--- config.mk ---
export PLATFORM = sky130hd
export DESIGN_NAME = iisg_glue
export DESIGN_NICKNAME = d
export VERILOG_FILES = /design/src/core/iisg_pkg.sv /design/src/core/iisg_dec_if.sv /design/src/core/iisg_decode.sv /design/src/core/iisg_glue.sv
export SDC_FILE = /design/constraint.sdc
export NUM_CORES = 1
export LEC_CHECK = 0
export BUFFER_PORTS_ARGS = -buffer_cell sky130_fd_sc_hd__buf_4
export CAP_MARGIN = 20
export CORE_AREA = 2 2 39 41
export DETAILED_ROUTE_END_ITERATION = 8
export DIE_AREA = 0 0 41 43
export GPL_TIMING_DRIVEN = 0
export HOLD_SLACK_MARGIN = 0.06
export PLACE_DENSITY = 0.7
export SYNTH_ARGS = -nofsm -noshare
export SYNTH_HDL_FRONTEND = slang
export SYNTH_SLANG_ARGS = --single-unit
--- constraint.sdc ---
create_clock -name clk -period 3.2 [get_ports clk]
set_clock_uncertainty 0.15 [all_clocks]
set_input_delay 0.16 -clock clk [delete_from_list [all_inputs] [get_ports clk]]
set_output_delay 0.16 -clock clk [all_outputs]
set_load 0.01 [all_outputs]
--- src/core/iisg_pkg.sv ---
package iisg_pkg;
	// i/o address width on the isa side
	localparam int ADDR_W = 10;
	// command block decode window
	localparam logic [9:0] CMD_LO = 10'h1F0;
	localparam logic [9:0] CMD_HI = 10'h1F7;
	// control block decode window
	localparam logic [9:0] CTL_LO = 10'h3F6;
	localparam logic [9:0] CTL_HI = 10'h3F7;
	// port shared with the floppy controller
	localparam logic [9:0] SHARED_PORT = 10'h3F7;
	// bit position of the shared data bit
	localparam int BIT7 = 7;
	// access phase states, one-hot
	typedef enum logic [2:0] {
		IISG_IDLE = 3'h1,
		IISG_READ = 3'h2,
		IISG_WRITE = 3'h4
	} iisg_state_type;
endpackage

--- src/core/iisg_dec_if.sv ---
`timescale 1ns/1ps
// decode results passed from the decoder to the top
interface iisg_dec_if;
	logic hit_cmd;
	logic hit_ctl;
	logic hit_shared;
	modport dec (output hit_cmd, output hit_ctl, output hit_shared);
	modport use_side (input hit_cmd, input hit_ctl, input hit_shared);
endinterface

--- src/core/iisg_decode.sv ---
`timescale 1ns/1ps
// address decoder for the two drive register windows
module iisg_decode
	import iisg_pkg::*;
(
	input wire logic [9:0] sa,
	input wire logic aen,
	iisg_dec_if.dec dec
);
	// master address picks the window
	// dma cycles (aen high) never select the drive
	assign dec.hit_cmd = !aen && sa >= CMD_LO && sa <= CMD_HI;
	assign dec.hit_ctl = !aen && sa >= CTL_LO && sa <= CTL_HI;
	assign dec.hit_shared = !aen && sa == SHARED_PORT;
endmodule // iisg_decode

--- src/core/iisg_glue.sv ---
`timescale 1ns/1ps
// Operation
// select command block on 1F0h-1F7h
// select control block on 3F6h-3F7h
// upper enable only on 16-bit access
// lower enable on every drive access
// port 3F7 read: floppy bit onto data7
// other drive ports: drive bit7 line passes
// 3F7 read shares bits with floppy
// direction high only during drive reads
// 16-bit request pulled up, default 8-bit
// device pulls 16-bit request for wide transfers
// reset output inverted externally for drive
// master drives low address bits
// drive interrupts on request line fourteen
// ordinary isa i/o read/write strobes
// power cut output under software control
// disabled interface keeps outputs inactive; drive_power_cut still follows power_cut_req
module iisg_glue
	import iisg_pkg::*;
(
	input wire logic clk,
	input wire logic srst,
	input wire logic [9:0] sa,
	input wire logic aen,
	input wire logic ior_n,
	input wire logic iow_n,
	input wire logic iocs16_n,
	input wire logic hd_enable,
	input wire logic power_cut_req,
	input wire logic fdc_disk_change,
	input wire logic sd7_in,
	output logic sd7_out,
	output logic sd7_oe,
	input wire logic drive_bit7_in,
	output logic drive_bit7_out,
	output logic drive_bit7_oe,
	output logic drive_sel_cmd_block,
	output logic drive_sel_ctrl_block,
	output logic buf_en_upper,
	output logic buf_en_lower,
	output logic xcvr_direction,
	output logic drive_power_cut
);
	// decoder results
	iisg_dec_if dec_bus();
	// access phase
	iisg_state_type state;
	iisg_state_type next_state;
	// captured wide request of the current access
	logic wide;
	// combined hit of any drive window
	logic hit;
	// strobes active
	logic rd;
	logic wr;

	iisg_decode u_dec (
		.sa(sa),
		.aen(aen),
		.dec(dec_bus.dec)
	);

	assign hit = hd_enable && (dec_bus.hit_cmd || dec_bus.hit_ctl);
	// plain isa io strobes
	assign rd = !ior_n;
	assign wr = !iow_n;

	// phase tracking: follows the io strobes of a drive access
	always_comb begin
		case (state)
			IISG_IDLE: begin
				if (hit && rd) begin
					next_state = IISG_READ;
				end else if (hit && wr) begin
					next_state = IISG_WRITE;
				end else begin
					next_state = IISG_IDLE;
				end
			end
			IISG_READ: next_state = (rd && hit) ? IISG_READ : IISG_IDLE;
			IISG_WRITE: next_state = (wr && hit) ? IISG_WRITE : IISG_IDLE;
			default: next_state = IISG_IDLE;
		endcase
	end

	// state register
	always_ff @(posedge clk) begin
		if (srst) begin
			state <= IISG_IDLE;
		end else begin
			state <= next_state;
		end
	end

	// wide request sampled live; pulled-up input reads high = 8-bit
	always_ff @(posedge clk) begin
		if (srst) begin
			wide <= 1'b0;
		end else begin
			wide <= hit && !iocs16_n;
		end
	end

	// command block chip select, active low
	always_ff @(posedge clk) begin
		if (srst) begin
			drive_sel_cmd_block <= 1'b1;
		end else begin
			// disable forces inactive
			drive_sel_cmd_block <= !(hd_enable && dec_bus.hit_cmd);
		end
	end

	// control block chip select, active low
	always_ff @(posedge clk) begin
		if (srst) begin
			drive_sel_ctrl_block <= 1'b1;
		end else begin
			drive_sel_ctrl_block <= !(hd_enable && dec_bus.hit_ctl);
		end
	end

	// lower buffer enable on any strobed drive access
	always_ff @(posedge clk) begin
		if (srst) begin
			buf_en_lower <= 1'b1;
		end else begin
			buf_en_lower <= !(hit && (rd || wr));
		end
	end

	// upper buffer enable only when wide was requested
	always_ff @(posedge clk) begin
		if (srst) begin
			buf_en_upper <= 1'b1;
		end else begin
			buf_en_upper <= !(hit && (rd || wr) && !iocs16_n);
		end
	end

	// direction high only while a drive read is running
	always_ff @(posedge clk) begin
		if (srst) begin
			xcvr_direction <= 1'b0;
		end else begin
			xcvr_direction <= hit && rd;
		end
	end

	// power cut follows the power management request
	always_ff @(posedge clk) begin
		if (srst) begin
			drive_power_cut <= 1'b0;
		end else begin
			drive_power_cut <= power_cut_req;
		end
	end

	// shared port read returns floppy disk change on data bit 7
	// other drive ports route the drive bit 7 line both ways
	always_ff @(posedge clk) begin
		if (srst) begin
			sd7_out <= 1'b0;
			sd7_oe <= 1'b0;
			drive_bit7_out <= 1'b0;
			drive_bit7_oe <= 1'b0;
		end else if (hit && rd && dec_bus.hit_shared) begin
			// floppy owns bit 7, drive bit 7 not passed
			sd7_out <= fdc_disk_change;
			sd7_oe <= 1'b1;
			drive_bit7_out <= 1'b0;
			drive_bit7_oe <= 1'b0;
		end else if (hit && rd) begin
			sd7_out <= drive_bit7_in;
			sd7_oe <= 1'b1;
			drive_bit7_out <= 1'b0;
			drive_bit7_oe <= 1'b0;
		end else if (hit && wr && !dec_bus.hit_shared) begin
			sd7_out <= 1'b0;
			sd7_oe <= 1'b0;
			drive_bit7_out <= sd7_in;
			drive_bit7_oe <= 1'b1;
		end else begin
			sd7_out <= 1'b0;
			sd7_oe <= 1'b0;
			drive_bit7_out <= 1'b0;
			drive_bit7_oe <= 1'b0;
		end
	end

	// command select follows decode one cycle later
	a_cmd_select: assert property (
		@(posedge clk) disable iff (srst)
		(hd_enable && !aen && sa >= CMD_LO && sa <= CMD_HI)
		|=> !drive_sel_cmd_block)
		else $error("command select missing");
	// control select follows decode
	a_ctl_select: assert property (
		@(posedge clk) disable iff (srst)
		(hd_enable && !aen && sa >= CTL_LO && sa <= CTL_HI)
		|=> !drive_sel_ctrl_block)
		else $error("control select missing");
	// upper never alone
	a_upper_lower: assert property (
		@(posedge clk) disable iff (srst)
		!buf_en_upper |-> !buf_en_lower)
		else $error("upper enable without lower");
	// narrow access keeps upper off
	a_upper_narrow: assert property (
		@(posedge clk) disable iff (srst)
		$past(iocs16_n) |-> buf_en_upper)
		else $error("upper enable on narrow access");
	// upper only together with captured wide request
	a_upper_wide: assert property (
		@(posedge clk) disable iff (srst)
		!buf_en_upper |-> wide)
		else $error("upper enable without wide request");
	// lower enable on reads
	a_lower_access: assert property (
		@(posedge clk) disable iff (srst)
		(hit && rd) |=> !buf_en_lower)
		else $error("lower enable missing");
	// shared port returns floppy bit
	a_shared_bit: assert property (
		@(posedge clk) disable iff (srst)
		(hit && rd && dec_bus.hit_shared)
		|=> sd7_oe && sd7_out == $past(fdc_disk_change))
		else $error("shared bit not from floppy");
	// other ports pass drive bit
	a_drive_bit: assert property (
		@(posedge clk) disable iff (srst)
		(hit && rd && !dec_bus.hit_shared)
		|=> sd7_out == $past(drive_bit7_in) && !drive_bit7_oe)
		else $error("drive bit not passed");
	// direction only after read
	a_dir_read: assert property (
		@(posedge clk) disable iff (srst)
		xcvr_direction |-> $past(hit && rd))
		else $error("direction high outside read");
	// disabled outputs stay inactive
	a_disabled: assert property (
		@(posedge clk) disable iff (srst)
		!$past(hd_enable) |-> drive_sel_cmd_block && drive_sel_ctrl_block
		&& buf_en_upper && buf_en_lower && !xcvr_direction)
		else $error("outputs active while disabled");
	// power cut follows request
	a_power_cut: assert property (
		@(posedge clk) disable iff (srst)
		power_cut_req |=> drive_power_cut)
		else $error("power cut not following");

	c_read_wide: cover property (@(posedge clk)
		!buf_en_upper && xcvr_direction);
	c_write_narrow: cover property (@(posedge clk)
		state == IISG_WRITE && buf_en_upper);
	c_shared_read: cover property (@(posedge clk)
		sd7_oe && $past(dec_bus.hit_shared));
endmodule // iisg_glue

==> flow_summary_export.csv <==
group,metric,value,unit
pwr,power,0.000244,W
sta,drv_slew,0,
worst_setup_path,cp-startpoint,"srst",
finish,seq_area,180,um2
global_routing,busiest_layer,"met2",
sta,max-slew-margin-rel,0.718,
sta,fin_setup_tns,0,ns
finish,layout.nets,98,
sta,post-route-min-period,2.11,ns
worst_setup_path,cp.arrival,2.11,ns
yosys,yosys_register_bits,9,
global_routing,antenna_found_initial,0,
clock_tree,cts-buffers-inserted,3,
yosys,synth_warnings,0,
placement,gp_congestion,0.619,
sta,tightest_slew,0.423,ns
clock_tree,clk_path_buf_depth,2,
pwr,powerDensity,328,nW/um2
finish,drive_above_1_share,0.513,
worst_setup_path,cp_num_buf_inv,3,
job,cap_violations,0,
yosys,synthCells,32,
worst_setup_path,crit_required,3.20,ns
clock_tree,cts_root_buf,"clkbuf_4",
routing,drt_iter0_drc,4,
die,fp.coreArea,1380,um2
worst_setup_path,cp_slowest_cell,"dlygate4sd3_1",
finish,multi_input_area,178,um2
worst_setup_path,path_depth,6,
clock_tree,ctsHtreeMaxLevel,1,
pwr,p_leak,0.341,nW
global_routing,first_global_vias,397,
placement,io_buffers,30,
global_routing,globalRouteTotalUtil,0.125,
yosys,avgSynthCellArea,11.7,um2
sta,rsz0062_at_grt,"no",
sta,finalHoldViolations,0,
die,rows,14,
sta,holdWs,0.0843,ns
clock_tree,clkTransAtPathRegs,0.07,ns
worst_setup_path,crit_family,"buffers and inverters",
worst_setup_path,worstPathCellList,"dlygate4sd3_1, buf_4, nand2b_4, a2111oi_4, nand3b_1, dlygate4sd3_1",
worst_setup_path,end_kind,"flip-flop",
yosys,syn_area,373,um2
sta,setup_viol_count_final,0,
die,dieWidth,41,um
status,status,"complete, no violations",
routing,vias,416,
sta,finalCritPeriodShare,0.659,
die,die_h,43,um
global_routing,grt_max_degree,7,
sta,fmax,475,MHz
global_routing,gr-usage-met1,0.101,
yosys,seq_area_frac_synth,0.483,
worst_setup_path,critPathMostFrequentCell,"dlygate4sd3_1",
finish,syn_to_final_growth,99.7,%
hold_path,hold_class,"in2reg",
routing,avgViaCountPerCell,4.52,
finish,antenna_cells,0,
worst_setup_path,max_stage_delay,0.57,ns
finish,nFillCells,132,
global_routing,use_met2,0.228,
pwr,ir_worst_vdd,0.000151,V
routing,wl_per_cell,10.7,um
routing,drc,0,
global_routing,grt_overflow_total,0,
yosys,synthesis.nets,53,
routing,wl,981,um
die,fp.dieArea,1760,um2
worst_setup_path,critical_path_class,"in2reg",
die,initial_core_util,0.269,
placement,place_area,618,um2
worst_setup_path,endpoint,"buf_en_upper",
routing,drt-pass1-iter-count,4,
global_routing,use_met3,0.0419,
worst_setup_path,cp_max_fo,6,
die,io_pins,31,
finish,stdcell_area,744,um2
clock_tree,cts_tree,"done",
global_routing,grt_pass1_wl,1.45,mm
placement,hpwlAfterDp,702,um
worst_setup_path,worst_setup_path_start_kind,"primary input",
yosys,ys_types,21,
clock_tree,clock_sinks,9,
routing,antenna_left,0,
-- routing by layer --
metal,up-vias,share of wire
li1,201,-
met1,181,0.33
met2,30,0.54
met3,4,0.11
met4,0,0.023
met5,-,0
-- registers in the layout (all words and copies together) (netlist names) --
register	count
sd7_out	1
drive_sel_cmd_block	1
drive_bit7_out	1
buf_en_lower	1
drive_power_cut	1
buf_en_upper	1
drive_sel_ctrl_block	1
drive_bit7_oe	1
xcvr_direction	1
-- how the worst min path moves through the flow --
stage          startpoint                  end  slack, ns  cells past startpoint
5_1_grt         hd_enable         buf_en_lower       0.10                      4
3_5_place_dp         srst      drive_power_cut       0.18                      2
4_1_cts         hd_enable  drive_sel_cmd_block       0.07                      4
3_3_place_gp         srst      drive_power_cut       0.18                      2
2_1_floorplan        srst      drive_power_cut       0.08                      1
6_report        hd_enable  drive_sel_cmd_block       0.08                      4
-- per-stage QoR --
stage,setup WS [ns],instances,util
after floorplan,2.05,32,-
after global routing,0.989,92,0.538
after detailed placement,1.90,78,0.447
final,1.09,92,0.538
after CTS,1.12,92,0.538
after global placement,1.92,78,0.447
-- timing repair --
| item | in CTS | in global routing |
|---|---|---|
| hold endpoints to repair | 8 | 0 |
| hold buffers | 10 | 0 |
| buffers inserted | 0 | 0 |
| resized for setup | 0 | 0 |
-- Yosys cell counts --
master | number | share of area
a2111oi_4 | 1 | 0.074
and2_1 | 1 | 0.017
and2_2 | 1 | 0.020
and3_1 | 1 | 0.017
buf_4 | 1 | 0.020
dfxtp_1 | 9 | 0.48
inv_1 | 2 | 0.020
nand2_1 | 2 | 0.020
nand2_2 | 1 | 0.017
nand2b_1 | 1 | 0.017
nand2b_4 | 1 | 0.037
nand3_1 | 1 | 0.013
nand3b_1 | 1 | 0.020
nand4_1 | 2 | 0.034
nand4bb_4 | 1 | 0.074
nor2b_1 | 1 | 0.017
nor3_1 | 1 | 0.013
nor3b_1 | 1 | 0.020
nor4_1 | 1 | 0.017
o211a_1 | 1 | 0.027
o31a_1 | 1 | 0.023
-- cells by family after synthesis --
kind of cell,count (synthesis),synth area share
and+or+nand+nor,17,0.352
DFF,9,0.483
buffers and inverters,3,0.0403
AOI/OAI and AO/OA,3,0.124
-- cell usage in the layout, fill, tap and decap left out, drive strengths merged --
cell / n
nand2: 3
and2: 2
dlygate4sd3: 10
dfxtp: 9
nand2b: 2
nor3b: 1
nand4bb: 1
o211a: 1
clkbuf: 4
o31a: 1
nand4: 2
inv: 2
nand3b: 1
nor3: 1
nor4: 1
a2111oi: 1
nand3: 1
buf: 31
nor2b: 1
and3: 1
-- power breakdown --
part	internal [W]	switching [W]	total [W]
clock	0.0000481	0.0000421	0.0000902
sequential	0.000113	0.000000178	0.000113
combinational	0.0000279	0.0000131	0.0000411
-- layout make-up --
class                      count  area share
tap                           16      0.0269
buffer                         1      0.0101
inverter                       2      0.0101
timing repair buffer          40       0.437
sequential                     9       0.242
multi-input combinational     20       0.239
clock buffer                   4      0.0353
No activity file was read; power rests on OpenSTA's default activity.
